$ cat src/hdl/rtc_defs.svh
//==========================================================================
// Purpose: Addresses, bit positions and timing figures of the RTC controls
// Assumes: Included by the package and by every design module
// Notes:   Definitions only
`ifndef RTC_DEFS_SVH
`define RTC_DEFS_SVH

//==========================================================================
// Register addresses
`define RTC_AW 5
`define RTC_A_SEC 5'h00
`define RTC_A_MIN 5'h01
`define RTC_A_HR 5'h02
`define RTC_A_DAY 5'h03
`define RTC_A_DATE 5'h04
`define RTC_A_MON 5'h05
`define RTC_A_ALM_SEC 5'h08
`define RTC_A_ALM_MIN 5'h09
`define RTC_A_ALM_HR 5'h0A
`define RTC_A_ALM_DD 5'h0B
`define RTC_A_DOG_LO 5'h0C
`define RTC_A_DOG_HI 5'h0D
`define RTC_A_CTLA 5'h0E
`define RTC_A_CTLB 5'h0F
`define RTC_A_RAM_A 5'h10
`define RTC_A_RAM_D 5'h13

//==========================================================================
// Bit positions
`define RTC_B_OSCILLATOR_DISABLE 7
`define RTC_B_CLOCK_OUTPUT_ENABLE_N 6
`define RTC_B_BACKUP_CLOCK_OUTPUT_ENABLE 5
`define RTC_MON_W 5
`define RTC_B_AMASK 7
`define RTC_B_DYDT 6
`define RTC_B_MAIN_BATTERY_LOW 7
`define RTC_B_AUX_BATTERY_LOW 6
`define RTC_B_PRS 5
`define RTC_B_PAB 4
`define RTC_B_TDF 3
`define RTC_B_KSF 2
`define RTC_B_WDF 1
`define RTC_B_INTERRUPT_PENDING_FLAG 0
`define RTC_B_TE 7
`define RTC_B_CS 6
`define RTC_B_BME 5
`define RTC_B_TPE 4
`define RTC_B_TIE 3
`define RTC_B_KIE 2
`define RTC_B_WDE 1
`define RTC_B_WDS 0

//==========================================================================
// Field masks and indices
`define RTC_M_SECMIN 8'h7F
`define RTC_M_HR6 8'h3F
`define RTC_I_SEC 0
`define RTC_I_MIN 1
`define RTC_I_HR 2
`define RTC_I_DD 3
`define RTC_ONE8 8'h01
`define RTC_ZERO8 8'h00

//==========================================================================
// Timing
`define RTC_CLK_MHZ 250
`define RTC_RST_MIN_MS 40
`define RTC_RST_MAX_MS 200
`define RTC_PULSE_CW 26

`endif

$ cat src/hdl/rtc_pkg.sv
//==========================================================================
// Purpose: Types shared by the RTC control modules
// Assumes: rtc_defs.svh supplies widths
// Notes:   Each module keeps its whole state in one struct from here
`include "rtc_defs.svh"

package rtc_pkg;

	typedef enum logic [1:0] {
		RTC_ACC_IDLE = 2'b00,
		RTC_ACC_RD_FLAGS = 2'b01,
		RTC_ACC_RD_RAM = 2'b10
	} rtc_acc_t;

	typedef struct packed {
		logic oscillator_disable;
		logic clock_output_enable_n_n;
		logic backup_clock_output_enable;
		logic [`RTC_MON_W-1:0] month;
		logic [3:0][7:0] alarm;
		logic [1:0][7:0] dog;
		logic power_fail_hold;
		logic power_release;
		logic alarm_flag;
		logic kick_flag;
		logic dog_timeout_flag;
		logic te;
		logic cs;
		logic ram_autoincrement_enable;
		logic alarm_wake_enable;
		logic alarm_int_enable;
		logic kick_int_enable;
		logic dog_enable;
		logic dog_steer;
		logic [7:0] ram_addr;
		rtc_acc_t acc;
		logic [`RTC_AW-1:0] acc_addr;
		logic we_prev;
		logic [7:0] rd_data;
		logic square_wave_out;
		logic dog_reload;
		logic ram_wr;
		logic [7:0] ram_wdata;
	} rtc_state_t;

	typedef struct packed {
		logic hit;
	} rtc_alm_state_t;

	typedef struct packed {
		logic busy;
		logic [`RTC_PULSE_CW-1:0] cnt;
	} rtc_pulse_state_t;

endpackage

$ cat src/hdl/rtc_alarm_if.sv
//==========================================================================
// Purpose: Carries alarm settings and current time to the comparator
// Assumes: Single clock domain
// Notes:   ctl side drives settings, cmp side returns the hit pulse
`timescale 1ns/1ps

interface rtc_alarm_if;
	logic tick;
	logic te;
	logic [3:0][7:0] alarm;
	logic [7:0] sec;
	logic [7:0] min;
	logic [7:0] hour;
	logic [7:0] day;
	logic [7:0] date;
	logic hit;

	modport ctl (output tick, te, alarm, sec, min, hour, day, date,
		input hit);
	modport cmp (input tick, te, alarm, sec, min, hour, day, date,
		output hit);
endinterface

$ cat src/hdl/rtc_alarm_cmp.sv
//==========================================================================
// Purpose: Alarm comparison once per second tick
// Assumes: Time fields are BCD as held by the time counters
// Notes:   hit is a one-cycle pulse, one clock after the tick
`timescale 1ns/1ps
`include "rtc_defs.svh"

module rtc_alarm_cmp (
	input wire logic i_clk,
	input wire logic i_sys_rst,
	rtc_alarm_if.cmp al
);
	import rtc_pkg::*;

	rtc_alm_state_t st_reg;
	rtc_alm_state_t st_next;

	// Mask code to match; unlisted codes fall back to every second
	function automatic logic alarm_match(input logic [3:0] m,
		input logic s, input logic mi, input logic h, input logic d);
		case (m)
			4'b1110: alarm_match = s;
			4'b1100: alarm_match = s & mi;
			4'b1000: alarm_match = s & mi & h;
			4'b0000: alarm_match = s & mi & h & d;
			default: alarm_match = 1'b1;
		endcase
	endfunction

	logic [3:0] mask;
	logic eq_s;
	logic eq_m;
	logic eq_h;
	logic eq_d;
	logic [7:0] dd_ref;

	always_comb begin
		for (int i = 0; i < 4; i++) begin
			mask[i] = al.alarm[i][`RTC_B_AMASK];
		end
		dd_ref = al.alarm[`RTC_I_DD][`RTC_B_DYDT] ? al.day : al.date;
		eq_s = ((al.alarm[`RTC_I_SEC] ^ al.sec) & `RTC_M_SECMIN) == '0;
		eq_m = ((al.alarm[`RTC_I_MIN] ^ al.min) & `RTC_M_SECMIN) == '0;
		eq_h = ((al.alarm[`RTC_I_HR] ^ al.hour) & `RTC_M_HR6) == '0;
		eq_d = ((al.alarm[`RTC_I_DD] ^ dd_ref) & `RTC_M_HR6) == '0;
		st_next = st_reg;
		// Checked only on the tick, and only while transfers run
		st_next.hit = al.tick & al.te
			& alarm_match(mask, eq_s, eq_m, eq_h, eq_d);
	end

	always_ff @(posedge i_clk) begin
		if (i_sys_rst) begin
			st_reg <= '0;
		end else begin
			st_reg <= st_next;
		end
	end

	assign al.hit = st_reg.hit;
endmodule

$ cat src/hdl/rtc_ctrl_regs.sv
//==========================================================================
// Purpose: Control and status registers of a battery-backed RTC
// Assumes: Parallel bus pins already synchronous to i_clk
// Notes:   Read data follows the address by one clock
`timescale 1ns/1ps
`include "rtc_defs.svh"

module rtc_ctrl_regs #(
	parameter int unsigned RST_PULSE_CYC =
		`RTC_RST_MIN_MS * 1000 * `RTC_CLK_MHZ
) (
	input wire logic i_clk,
	input wire logic i_sys_rst,
	input wire logic i_ce_n,
	input wire logic i_oe_n,
	input wire logic i_we_n,
	input wire logic [`RTC_AW-1:0] i_addr,
	input wire logic [7:0] i_data,
	output logic [7:0] o_data,
	output logic o_data_oe,
	input wire logic i_sec_tick,
	input wire logic [7:0] i_time_sec,
	input wire logic [7:0] i_time_min,
	input wire logic [7:0] i_time_hour,
	input wire logic [7:0] i_time_day,
	input wire logic [7:0] i_time_date,
	input wire logic i_kick_event,
	input wire logic i_dog_timeout,
	input wire logic i_power_fail,
	input wire logic i_on_backup,
	input wire logic i_aux_battery_supply,
	input wire logic i_main_battery_low,
	input wire logic i_aux_battery_low,
	input wire logic i_osc_32k,
	input wire logic [7:0] i_ram_rdata,
	output logic o_osc_run,
	output logic o_xtal_sel,
	output logic o_update_enable,
	output logic o_square_wave_out,
	output logic o_irq_n,
	output logic o_power_request_n,
	output logic o_power_request_n_oe,
	output logic o_rst_n,
	output logic [15:0] o_dog_period,
	output logic o_dog_reload,
	output logic [7:0] o_ram_addr,
	output logic [7:0] o_ram_wdata,
	output logic o_ram_wr
);
	import rtc_pkg::*;

	if (RST_PULSE_CYC <
		`RTC_RST_MIN_MS * 1000 * `RTC_CLK_MHZ / 1000) begin : g_chk
		$error("RST_PULSE_CYC too small");
	end

	rtc_state_t st_reg;
	rtc_state_t st_next;

	logic rd_act;
	logic wr_act;
	logic wr_take;
	logic acc_end;
	logic interrupt_pending_flag;
	logic rst_active;
	logic rst_start;
	logic [7:0] ctla;
	logic [7:0] ctlb;
	logic [7:0] month_rd;

	rtc_alarm_if al ();

	//======================================================================
	// Submodules
	rtc_alarm_cmp u_alarm (
		.i_clk(i_clk),
		.i_sys_rst(i_sys_rst),
		.al(al.cmp)
	);

	rtc_rst_pulse #(
		.PULSE_CYC(RST_PULSE_CYC)
	) u_rst (
		.i_clk(i_clk),
		.i_sys_rst(i_sys_rst),
		.i_start(rst_start),
		.o_active(rst_active)
	);

	assign al.tick = i_sec_tick;
	assign al.te = st_reg.te;
	assign al.alarm = st_reg.alarm;
	assign al.sec = i_time_sec;
	assign al.min = i_time_min;
	assign al.hour = i_time_hour;
	assign al.day = i_time_day;
	assign al.date = i_time_date;

	//======================================================================
	// Bus decode
	assign rd_act = !i_ce_n && !i_oe_n && i_we_n;
	assign wr_act = !i_ce_n && !i_we_n;
	assign wr_take = wr_act && !st_reg.we_prev;
	// Access ends on a strobe release or an address change
	assign acc_end = !rd_act || i_addr != st_reg.acc_addr;

	assign interrupt_pending_flag = (st_reg.alarm_flag && st_reg.alarm_int_enable)
		|| (st_reg.kick_flag && st_reg.kick_int_enable)
		|| (st_reg.dog_timeout_flag && st_reg.dog_enable);
	// Single-shot only when armed and steered to reset
	assign rst_start = i_dog_timeout && st_reg.dog_enable && st_reg.dog_steer
		&& !rst_active;

	always_comb begin
		ctla = '0;
		ctla[`RTC_B_MAIN_BATTERY_LOW] = i_main_battery_low;
		ctla[`RTC_B_AUX_BATTERY_LOW] = i_aux_battery_low;
		ctla[`RTC_B_PRS] = st_reg.power_fail_hold;
		ctla[`RTC_B_PAB] = st_reg.power_release;
		ctla[`RTC_B_TDF] = st_reg.alarm_flag;
		ctla[`RTC_B_KSF] = st_reg.kick_flag;
		ctla[`RTC_B_WDF] = st_reg.dog_timeout_flag;
		ctla[`RTC_B_INTERRUPT_PENDING_FLAG] = interrupt_pending_flag;
		ctlb = {st_reg.te, st_reg.cs, st_reg.ram_autoincrement_enable, st_reg.alarm_wake_enable,
			st_reg.alarm_int_enable, st_reg.kick_int_enable, st_reg.dog_enable, st_reg.dog_steer};
		month_rd = {st_reg.oscillator_disable, st_reg.clock_output_enable_n_n, st_reg.backup_clock_output_enable,
			st_reg.month};
	end

	//======================================================================
	// Next state
	always_comb begin
		st_next = st_reg;
		st_next.we_prev = wr_act;
		st_next.dog_reload = 1'b0;
		st_next.ram_wr = 1'b0;

		case (i_addr)
			`RTC_A_SEC: st_next.rd_data = i_time_sec;
			`RTC_A_MIN: st_next.rd_data = i_time_min;
			`RTC_A_HR: st_next.rd_data = i_time_hour;
			`RTC_A_DAY: st_next.rd_data = i_time_day;
			`RTC_A_DATE: st_next.rd_data = i_time_date;
			`RTC_A_MON: st_next.rd_data = month_rd;
			`RTC_A_ALM_SEC: st_next.rd_data = st_reg.alarm[`RTC_I_SEC];
			`RTC_A_ALM_MIN: st_next.rd_data = st_reg.alarm[`RTC_I_MIN];
			`RTC_A_ALM_HR: st_next.rd_data = st_reg.alarm[`RTC_I_HR];
			`RTC_A_ALM_DD: st_next.rd_data = st_reg.alarm[`RTC_I_DD];
			`RTC_A_DOG_LO: st_next.rd_data = st_reg.dog[0];
			`RTC_A_DOG_HI: st_next.rd_data = st_reg.dog[1];
			`RTC_A_CTLA: st_next.rd_data = ctla;
			`RTC_A_CTLB: st_next.rd_data = ctlb;
			`RTC_A_RAM_A: st_next.rd_data = st_reg.ram_addr;
			`RTC_A_RAM_D: st_next.rd_data = i_ram_rdata;
			default: st_next.rd_data = `RTC_ZERO8;
		endcase

		// Register writes
		if (wr_take) begin
			case (i_addr)
				`RTC_A_MON: begin
					st_next.oscillator_disable = i_data[`RTC_B_OSCILLATOR_DISABLE];
					st_next.clock_output_enable_n_n = i_data[`RTC_B_CLOCK_OUTPUT_ENABLE_N];
					st_next.backup_clock_output_enable = i_data[`RTC_B_BACKUP_CLOCK_OUTPUT_ENABLE];
					st_next.month = i_data[`RTC_MON_W-1:0];
				end
				`RTC_A_ALM_SEC: st_next.alarm[`RTC_I_SEC] = i_data;
				`RTC_A_ALM_MIN: st_next.alarm[`RTC_I_MIN] = i_data;
				`RTC_A_ALM_HR: st_next.alarm[`RTC_I_HR] = i_data;
				`RTC_A_ALM_DD: st_next.alarm[`RTC_I_DD] = i_data;
				`RTC_A_DOG_LO: begin
					st_next.dog[0] = i_data;
					st_next.dog_reload = 1'b1;
				end
				`RTC_A_DOG_HI: begin
					st_next.dog[1] = i_data;
					st_next.dog_reload = 1'b1;
				end
				`RTC_A_CTLA: begin
					st_next.power_fail_hold = i_data[`RTC_B_PRS];
					st_next.power_release = i_data[`RTC_B_PAB];
					if (!i_data[`RTC_B_TDF]) begin
						st_next.alarm_flag = 1'b0;
					end
					st_next.kick_flag = i_data[`RTC_B_KSF];
					if (!i_data[`RTC_B_WDF]) begin
						st_next.dog_timeout_flag = 1'b0;
					end
				end
				`RTC_A_CTLB: begin
					st_next.te = i_data[`RTC_B_TE];
					st_next.cs = i_data[`RTC_B_CS];
					st_next.ram_autoincrement_enable = i_data[`RTC_B_BME];
					st_next.alarm_wake_enable = i_data[`RTC_B_TPE];
					st_next.alarm_int_enable = i_data[`RTC_B_TIE];
					st_next.kick_int_enable = i_data[`RTC_B_KIE];
					st_next.dog_enable = i_data[`RTC_B_WDE];
					st_next.dog_steer = i_data[`RTC_B_WDS];
				end
				`RTC_A_RAM_A: st_next.ram_addr = i_data;
				`RTC_A_RAM_D: begin
					st_next.ram_wr = 1'b1;
					st_next.ram_wdata = i_data;
				end
				default: begin
				end
			endcase
		end

		// Read access tracker; the clearing happens when the access ends
		case (st_reg.acc)
			RTC_ACC_IDLE: begin
				if (rd_act && i_addr == `RTC_A_CTLA) begin
					st_next.acc = RTC_ACC_RD_FLAGS;
				end else if (rd_act && i_addr == `RTC_A_RAM_D) begin
					st_next.acc = RTC_ACC_RD_RAM;
				end
				st_next.acc_addr = i_addr;
			end
			RTC_ACC_RD_FLAGS: begin
				if (acc_end) begin
					st_next.acc = RTC_ACC_IDLE;
					st_next.alarm_flag = 1'b0;
					st_next.kick_flag = 1'b0;
					st_next.dog_timeout_flag = 1'b0;
				end
			end
			RTC_ACC_RD_RAM: begin
				if (acc_end) begin
					st_next.acc = RTC_ACC_IDLE;
					if (st_reg.ram_autoincrement_enable) begin
						st_next.ram_addr = st_reg.ram_addr + `RTC_ONE8;
					end
				end
			end
			default: st_next.acc = RTC_ACC_IDLE;
		endcase

		// Address moves after the write has gone out on the old one
		if (st_reg.ram_wr && st_reg.ram_autoincrement_enable) begin
			st_next.ram_addr = st_reg.ram_addr + `RTC_ONE8;
		end

		// Hardware sets win over any clear in the same cycle
		if (al.hit) begin
			st_next.alarm_flag = 1'b1;
		end
		if (i_kick_event) begin
			st_next.kick_flag = 1'b1;
		end
		if (i_dog_timeout) begin
			st_next.dog_timeout_flag = 1'b1;
		end
		if (rst_start) begin
			st_next.dog_enable = 1'b0;
		end
		if ((st_reg.alarm_flag && st_reg.alarm_wake_enable) || st_reg.kick_flag) begin
			st_next.power_release = 1'b0;
		end

		st_next.square_wave_out = 1'b0;
		if (!st_reg.oscillator_disable) begin
			if (!i_on_backup && !st_reg.clock_output_enable_n_n) begin
				st_next.square_wave_out = i_osc_32k;
			end else if (i_on_backup && st_reg.backup_clock_output_enable
				&& i_aux_battery_supply) begin
				st_next.square_wave_out = i_osc_32k;
			end
		end
	end

	always_ff @(posedge i_clk) begin
		if (i_sys_rst) begin
			st_reg <= '0;
		end else begin
			st_reg <= st_next;
		end
	end

	//======================================================================
	// Outputs
	assign o_data = st_reg.rd_data;
	assign o_data_oe = rd_act;
	assign o_osc_run = !st_reg.oscillator_disable;
	assign o_xtal_sel = st_reg.cs;
	assign o_update_enable = st_reg.te;
	assign o_square_wave_out = st_reg.square_wave_out;
	assign o_irq_n = !interrupt_pending_flag;
	assign o_power_request_n = 1'b0;
	// Open drain: released by the bit, or by power fail without hold
	assign o_power_request_n_oe = !st_reg.power_release
		&& (!i_power_fail || st_reg.power_fail_hold);
	assign o_rst_n = !rst_active;
	assign o_dog_period = {st_reg.dog[1], st_reg.dog[0]};
	assign o_dog_reload = st_reg.dog_reload;
	assign o_ram_addr = st_reg.ram_addr;
	assign o_ram_wdata = st_reg.ram_wdata;
	assign o_ram_wr = st_reg.ram_wr;
endmodule

$ cat src/hdl/rtc_rst_pulse.sv
//==========================================================================
// Purpose: Timed active period of the watchdog reset output
// Assumes: i_start is a one-cycle pulse
// Notes:   Starts while busy are ignored
`timescale 1ns/1ps
`include "rtc_defs.svh"

module rtc_rst_pulse #(
	parameter int unsigned PULSE_CYC = 10_000_000
) (
	input wire logic i_clk,
	input wire logic i_sys_rst,
	input wire logic i_start,
	output logic o_active
);
	import rtc_pkg::*;

	if (PULSE_CYC < 1 || PULSE_CYC >= (1 << `RTC_PULSE_CW)) begin : g_chk
		$error("PULSE_CYC out of range");
	end

	localparam logic [`RTC_PULSE_CW-1:0] LAST =
		`RTC_PULSE_CW'(PULSE_CYC - 1);

	rtc_pulse_state_t st_reg;
	rtc_pulse_state_t st_next;

	always_comb begin
		st_next = st_reg;
		if (st_reg.busy) begin
			if (st_reg.cnt == LAST) begin
				st_next.busy = 1'b0;
				st_next.cnt = '0;
			end else begin
				st_next.cnt = st_reg.cnt + 1'b1;
			end
		end else if (i_start) begin
			st_next.busy = 1'b1;
			st_next.cnt = '0;
		end
	end

	always_ff @(posedge i_clk) begin
		if (i_sys_rst) begin
			st_reg <= '0;
		end else begin
			st_reg <= st_next;
		end
	end

	assign o_active = st_reg.busy;
endmodule

$ cat config.mk
export PLATFORM = sky130hd
export DESIGN_NAME = rtc_ctrl_regs
export DESIGN_NICKNAME = d
export VERILOG_FILES = /design/src/hdl/rtc_pkg.sv /design/src/hdl/rtc_alarm_if.sv /design/src/hdl/rtc_alarm_cmp.sv /design/src/hdl/rtc_ctrl_regs.sv /design/src/hdl/rtc_rst_pulse.sv
export VERILOG_INCLUDE_DIRS = /design/src /design/src/hdl
export SDC_FILE = /design/constraint.sdc
export NUM_CORES = 1
export LEC_CHECK = 0
export ABC_AREA = 1
export BUFFER_PORTS_ARGS = -buffer_cell sky130_fd_sc_hd__buf_2
export CAP_MARGIN = 20
export CORE_MARGIN = 2
export CORE_UTILIZATION = 35
export CTS_CLUSTER_SIZE = 14
export DETAILED_ROUTE_END_ITERATION = 6
export PLACE_DENSITY = 0.6
export SLEW_MARGIN = 20
export SYNTH_ARGS = -nofsm -noshare
export SYNTH_HDL_FRONTEND = slang
export SYNTH_SLANG_ARGS = --single-unit
$ cat constraint.sdc
create_clock -name i_clk -period 2.9 [get_ports i_clk]
set_clock_uncertainty 0.2 [all_clocks]
set_input_delay 0.58 -clock i_clk [delete_from_list [all_inputs] [get_ports i_clk]]
set_output_delay 0.58 -clock i_clk [all_outputs]
set_load 0.02 [all_outputs]
Word level (Yosys, flattened, before mapping)

Cells that the tools add are included.
W data, S select, Z words.

Add/sub/neg operators: 2
Eq/ne operators: 25
Muxes and demuxes: 30
Bitwise logic cells: 10
Reduce and logical (&&, ||, !) cells: 59

Operators with widths:

| kind                    | number |
|---|---|
| $pmux W8 S16            | 1 |
| $mux W27                | 2 |
| $eq A5 B4 Y1 const B    | 8 |
| $mux W8                 | 5 |
| $logic_not A8 Y1        | 4 |
| $add A26 B1 Y26 const B | 1 |
| $eq A26 B24 Y1 const B  | 1 |
| $mux W26                | 1 |
| $reduce_and A2 Y1       | 10 |
| $mux W19                | 1 |
| $logic_and A1 B1 Y1     | 18 |
| $xor A7 B7 Y7           | 2 |
| $eq A4 B4 Y1 const B    | 3 |
| $logic_not A1 Y1        | 12 |
| $xor A6 B6 Y6           | 2 |
| $eq A5 B2 Y1 const B    | 2 |
| $eq A5 B3 Y1 const B    | 2 |
| $eq A5 B5 Y1 const B    | 2 |
| $mux W10                | 1 |
| $reduce_or A2 Y1        | 5 |
| $mux W1                 | 9 |
| $mux W3                 | 3 |
| $mux W9                 | 1 |
| $add A8 B1 Y8 const B   | 1 |
| 18 further kinds        | 29 |

Register bits: 132
Word-level logic and storage cells: 161

Logic depth before layout (Yosys ltp)

Word-level depth: 8
Mapped depth: 11

Modules after synthesis

A second synthesis with hierarchy kept.

Cells, all modules: 1243
Area total of the unflattened synthesis: 7780.0 um^2

Modules (own cells, without submodules):

| module        | times used | cells an instance | area each (um^2) | seq. area each (um^2) |
|---|---|---|---|---|
| rtc_ctrl_regs | 1          | 823               | 5400.2           | 2082.0 |
| rtc_rst_pulse | 1          | 262               | 1692.9           | 540.5 |
| rtc_alarm_cmp | 1          | 158               | 686.9            | 20.0 |

Worst setup path before layout

Ideal clock, no wire load.

Path kind: input to register
Start: in i_ce_n
End: reg st_reg (netlist bit month_rd[7])
Setup time: 0.129 ns
Arrival time: 1.601 ns
Data required time: 2.571 ns
Slack: 0.970 ns
Cell stages on the path: 6
Buffers on the path: 0
Path through: nor3_1 -> bufinv_8 -> nor2_4 -> inv_2 -> o21ai_0 -> a21oi_1

Cells in the longest elaborated chain, start to end: 4

RTL lines:

| item                        | RTL line             | source |
|---|---|---|
| from (decl)                 | rtc_ctrl_regs.sv:14  | `input wire logic i_ce_n,` |
| $logic_not A1 Y1            | rtc_ctrl_regs.sv:102 | `assign wr_act = !i_ce_n && !i_we_n;` |
| $logic_and A1 B1 Y1         | rtc_ctrl_regs.sv:102 |  |
| $logic_and A1 B1 Y1         | rtc_ctrl_regs.sv:103 | `assign wr_take = wr_act && !st_reg.we_prev;` |
| $reduce_and A2 Y1 (no line) | -                    |  |
| to (signal assigned)        | rtc_ctrl_regs.sv:276 | `st_reg <= st_next;` |
| to (decl)                   | rtc_ctrl_regs.sv:57  | `rtc_state_t st_reg;` |

Every way passes these cells.
A chain may end at the register's enable or synchronous reset.

Worst setup path in the final report

Start: reg u_rst.st_reg[0] (netlist name)
End: reg u_rst.st_reg[4] (netlist name)

Cells in the longest elaborated chain, start to end: 3

RTL lines:

| item                                              | RTL line                                 | source |
|---|---|---|
| from (decl)                                       | rtc_rst_pulse.sv:25                      | `rtc_pulse_state_t st_reg;` |
| from (signal assigned)                            | rtc_rst_pulse.sv:47                      | `st_reg <= st_next;` |
| $add A26 B1 Y26 or $eq A26 B24 Y1 (tied branches) | rtc_rst_pulse.sv:35, rtc_rst_pulse.sv:31 |  |
| $mux W26 (*)                                      | rtc_rst_pulse.sv:31                      | `if (st_reg.cnt == LAST) begin` |
| $mux W27 (*)                                      | rtc_rst_pulse.sv:30                      | `if (st_reg.busy) begin` |

Mark *: on every way between the ends. The rest lies on a longest branch, timed or not.

==> reports/results.ini <==
[run_status]
status = finished, final reports clean

[grt]
grt_pass1_vias = 7468
grt_pass1_wl_um = 42100
met2_usage_pct = 36.6
top_usage_layer = met2
antenna_found_initial = 0
overflow = 0
grtUsageMet1_pct = 31.2
grt_usage_pct = 23.2
grt_max_degree = 97
grt_use_met3_pct = 4.69

[critical_path]
regToRegSetupSlack_ps = 740
endpoint_kind = register
critPathRequiredTime_ps = 3020
start_kind = register
worstSetupPathType = reg -> reg
worstPathMaxFanout = 10
crit_arrival_ps = 2280

[floorplan]
io_pins = 126
rows = 54
die_area_um2 = 23200
core_area_um2 = 21700
dieHeight_um = 152
start_util_pct = 35.4
die_x_um = 152

[clock_tree]
ctsResizeCount = 0
numCtsBuffers = 17
insertion_delay_ps = 430
clkTransAtPathRegs_ps = 60
cts.sinks = 132
cts_hold_buffers = 0
cts_buffer_depth = 2
clockRootBuffer = clkbuf_16
h-tree-depth = 4
cts_tree = yes
post_cts_buffers = 0

[synthesis]
ys_warn_count = 0
ys_seq_elements = 132
synth_flop_cell = dfxtp_1
synth_cells = 1203
async_flop_share_pct = 0
synth_edf_count = 0
synth.avg_cell_area_um2 = 6.39
seq_area_frac_synth_pct = 34.4
ys_types = 40
synth_fp_nets = 1280
synthesis.area_um2 = 7680

[routing]
viasPerCell = 5.06
dr.first_iter.drc_count = 613
wirelength_um = 27000
drtPass1Iterations = 5
drc = 0
routedWlPerCell_um = 17.1
drtAntennaViolNets = 0
vias = 7975

[timing]
finalSetupTns_ps = 0
finalHoldViolCount = 0
period_share_pct = 74.6
relSlewSlack_pct = 54.2
worst_slew_pin_slew_ps = 685
slew_viol_final = 0
max_freq_mhz = 462
final-setup-viol-count = 0
fin_crit_ps = 2160
whs_ps = 136
rsz0062_at_grt = false

[layout]
layout_common_cells = nand2_1, nor2_1, dfxtp_1, buf_2, inv_1
layout_commonest_cell = nand2_1
largest_reg_flops = 32
n_fill_cell = 2294
drive_gt1_share_pct = 16.7
nNetsFinal = 1359
area_growth_pct = 16.3
diodes = 0

[placement]
dp_hpwl_um = 20100
io_buffers = 124
gp_congestion = 0.996

[power_and_ir_drop]
peakVddDrop_mv = 0.369
power_density_nw_per_um2 = 526
p_leak_nw = 3.90

[job]
maxCapViolCount = 0

[worst_hold_path]
hp-class = in -> reg

final timing paths:
path	from	to	cells after the start
worst max-delay path	u_rst.st_reg[0]	u_rst.st_reg[4]	10
worst min-delay path	i_ce_n	st_reg[19]	2
worst max register to register	u_rst.st_reg[0]	u_rst.st_reg[4]	10
worst min register to register	u_alarm.al.hit	ctla[3]	2
worst max-delay path: stages (launching register included):
cell and delay [ps]:
dfxtp_1 450, ha_1 210, inv_1 50, nor2_1 150
nand2_1 80, nor2_1 140, nand2_1 120, nand2_1 180
inv_2 150, o21ai_2 240, nor2_1 70
Yosys cell counts, types with 13 or more instances:
cell        n  area (um2)
nand2_1   298        1120
dfxtp_1   132        2640
o21ai_1    13        65.1
o22ai_1    14        87.6
xor2_1     15         131
nand3_1    62         310
nor3_1     13        65.1
inv_2      14        52.6
o21ai_0   108         541
nor2_1    173         649
clkbuf_1   19        71.3
inv_1     114         428
a21oi_1    97         485
buf_4      45         338
metal layers:
metal  share of wire, %  wire (um)
met1                 45      12100
met2                 45      12100
met3                7.0       1900
met4                3.3        901
met5                  0          0
kinds of logic (layout without fill, tap and decap cells):
group | Yosys count | in the layout | share of synthesized area, %
buf+inv | 207 | 299 | 12.9
compound gates | 243 | 243 | 16.4
simple gates | 592 | 592 | 33.0
flops | 132 | 132 | 34.4
fa+ha+maj | 2 | 2 | 0.326
xor+xnor | 26 | 26 | 2.96
other cells | 1 | 1 | 0.0488
power breakdown:
| part | leakage [nW] | internal (mW) | switching [mW] | total, mW |
|---|---|---|---|---|
| clock | 0.330 | 1.63 | 0.879 | 2.51 |
| combinational | 2.50 | 0.109 | 0.236 | 0.344 |
| sequential | 1.07 | 1.83 | 0.0150 | 1.85 |
| total | 3.90 | 3.57 | 1.13 | 4.70 |
cell type report:
class                      count  area [um2]  share of cell area [%]
inverter                     133         513                    5.74
clock inverter                14         230                    2.58
timing repair buffer         134         708                    7.92
tap                          280         350                    3.92
multi-input combinational    864        4050                    45.4
clock buffer                  18         439                    4.91
sequential                   132        2640                    29.6
metrics by stage:
step | total power, mW | std cells | setup slack [ps] | utilization [%] | area [um2]
3_3_place_gp | 2.23 | 1543 | 421 | 38.1 | 8270
3_5_place_dp | 2.23 | 1543 | 429 | 38.1 | 8270
5_1_grt | 4.82 | 1575 | 570 | 41.2 | 8940
6_report | 4.70 | 1575 | 738 | 41.2 | 8940
4_1_cts | 4.72 | 1575 | 741 | 41.2 | 8940
2_1_floorplan | 2.07 | 1203 | 970 | - | 7680
Note: power is estimated with default switching activity, not from simulation.
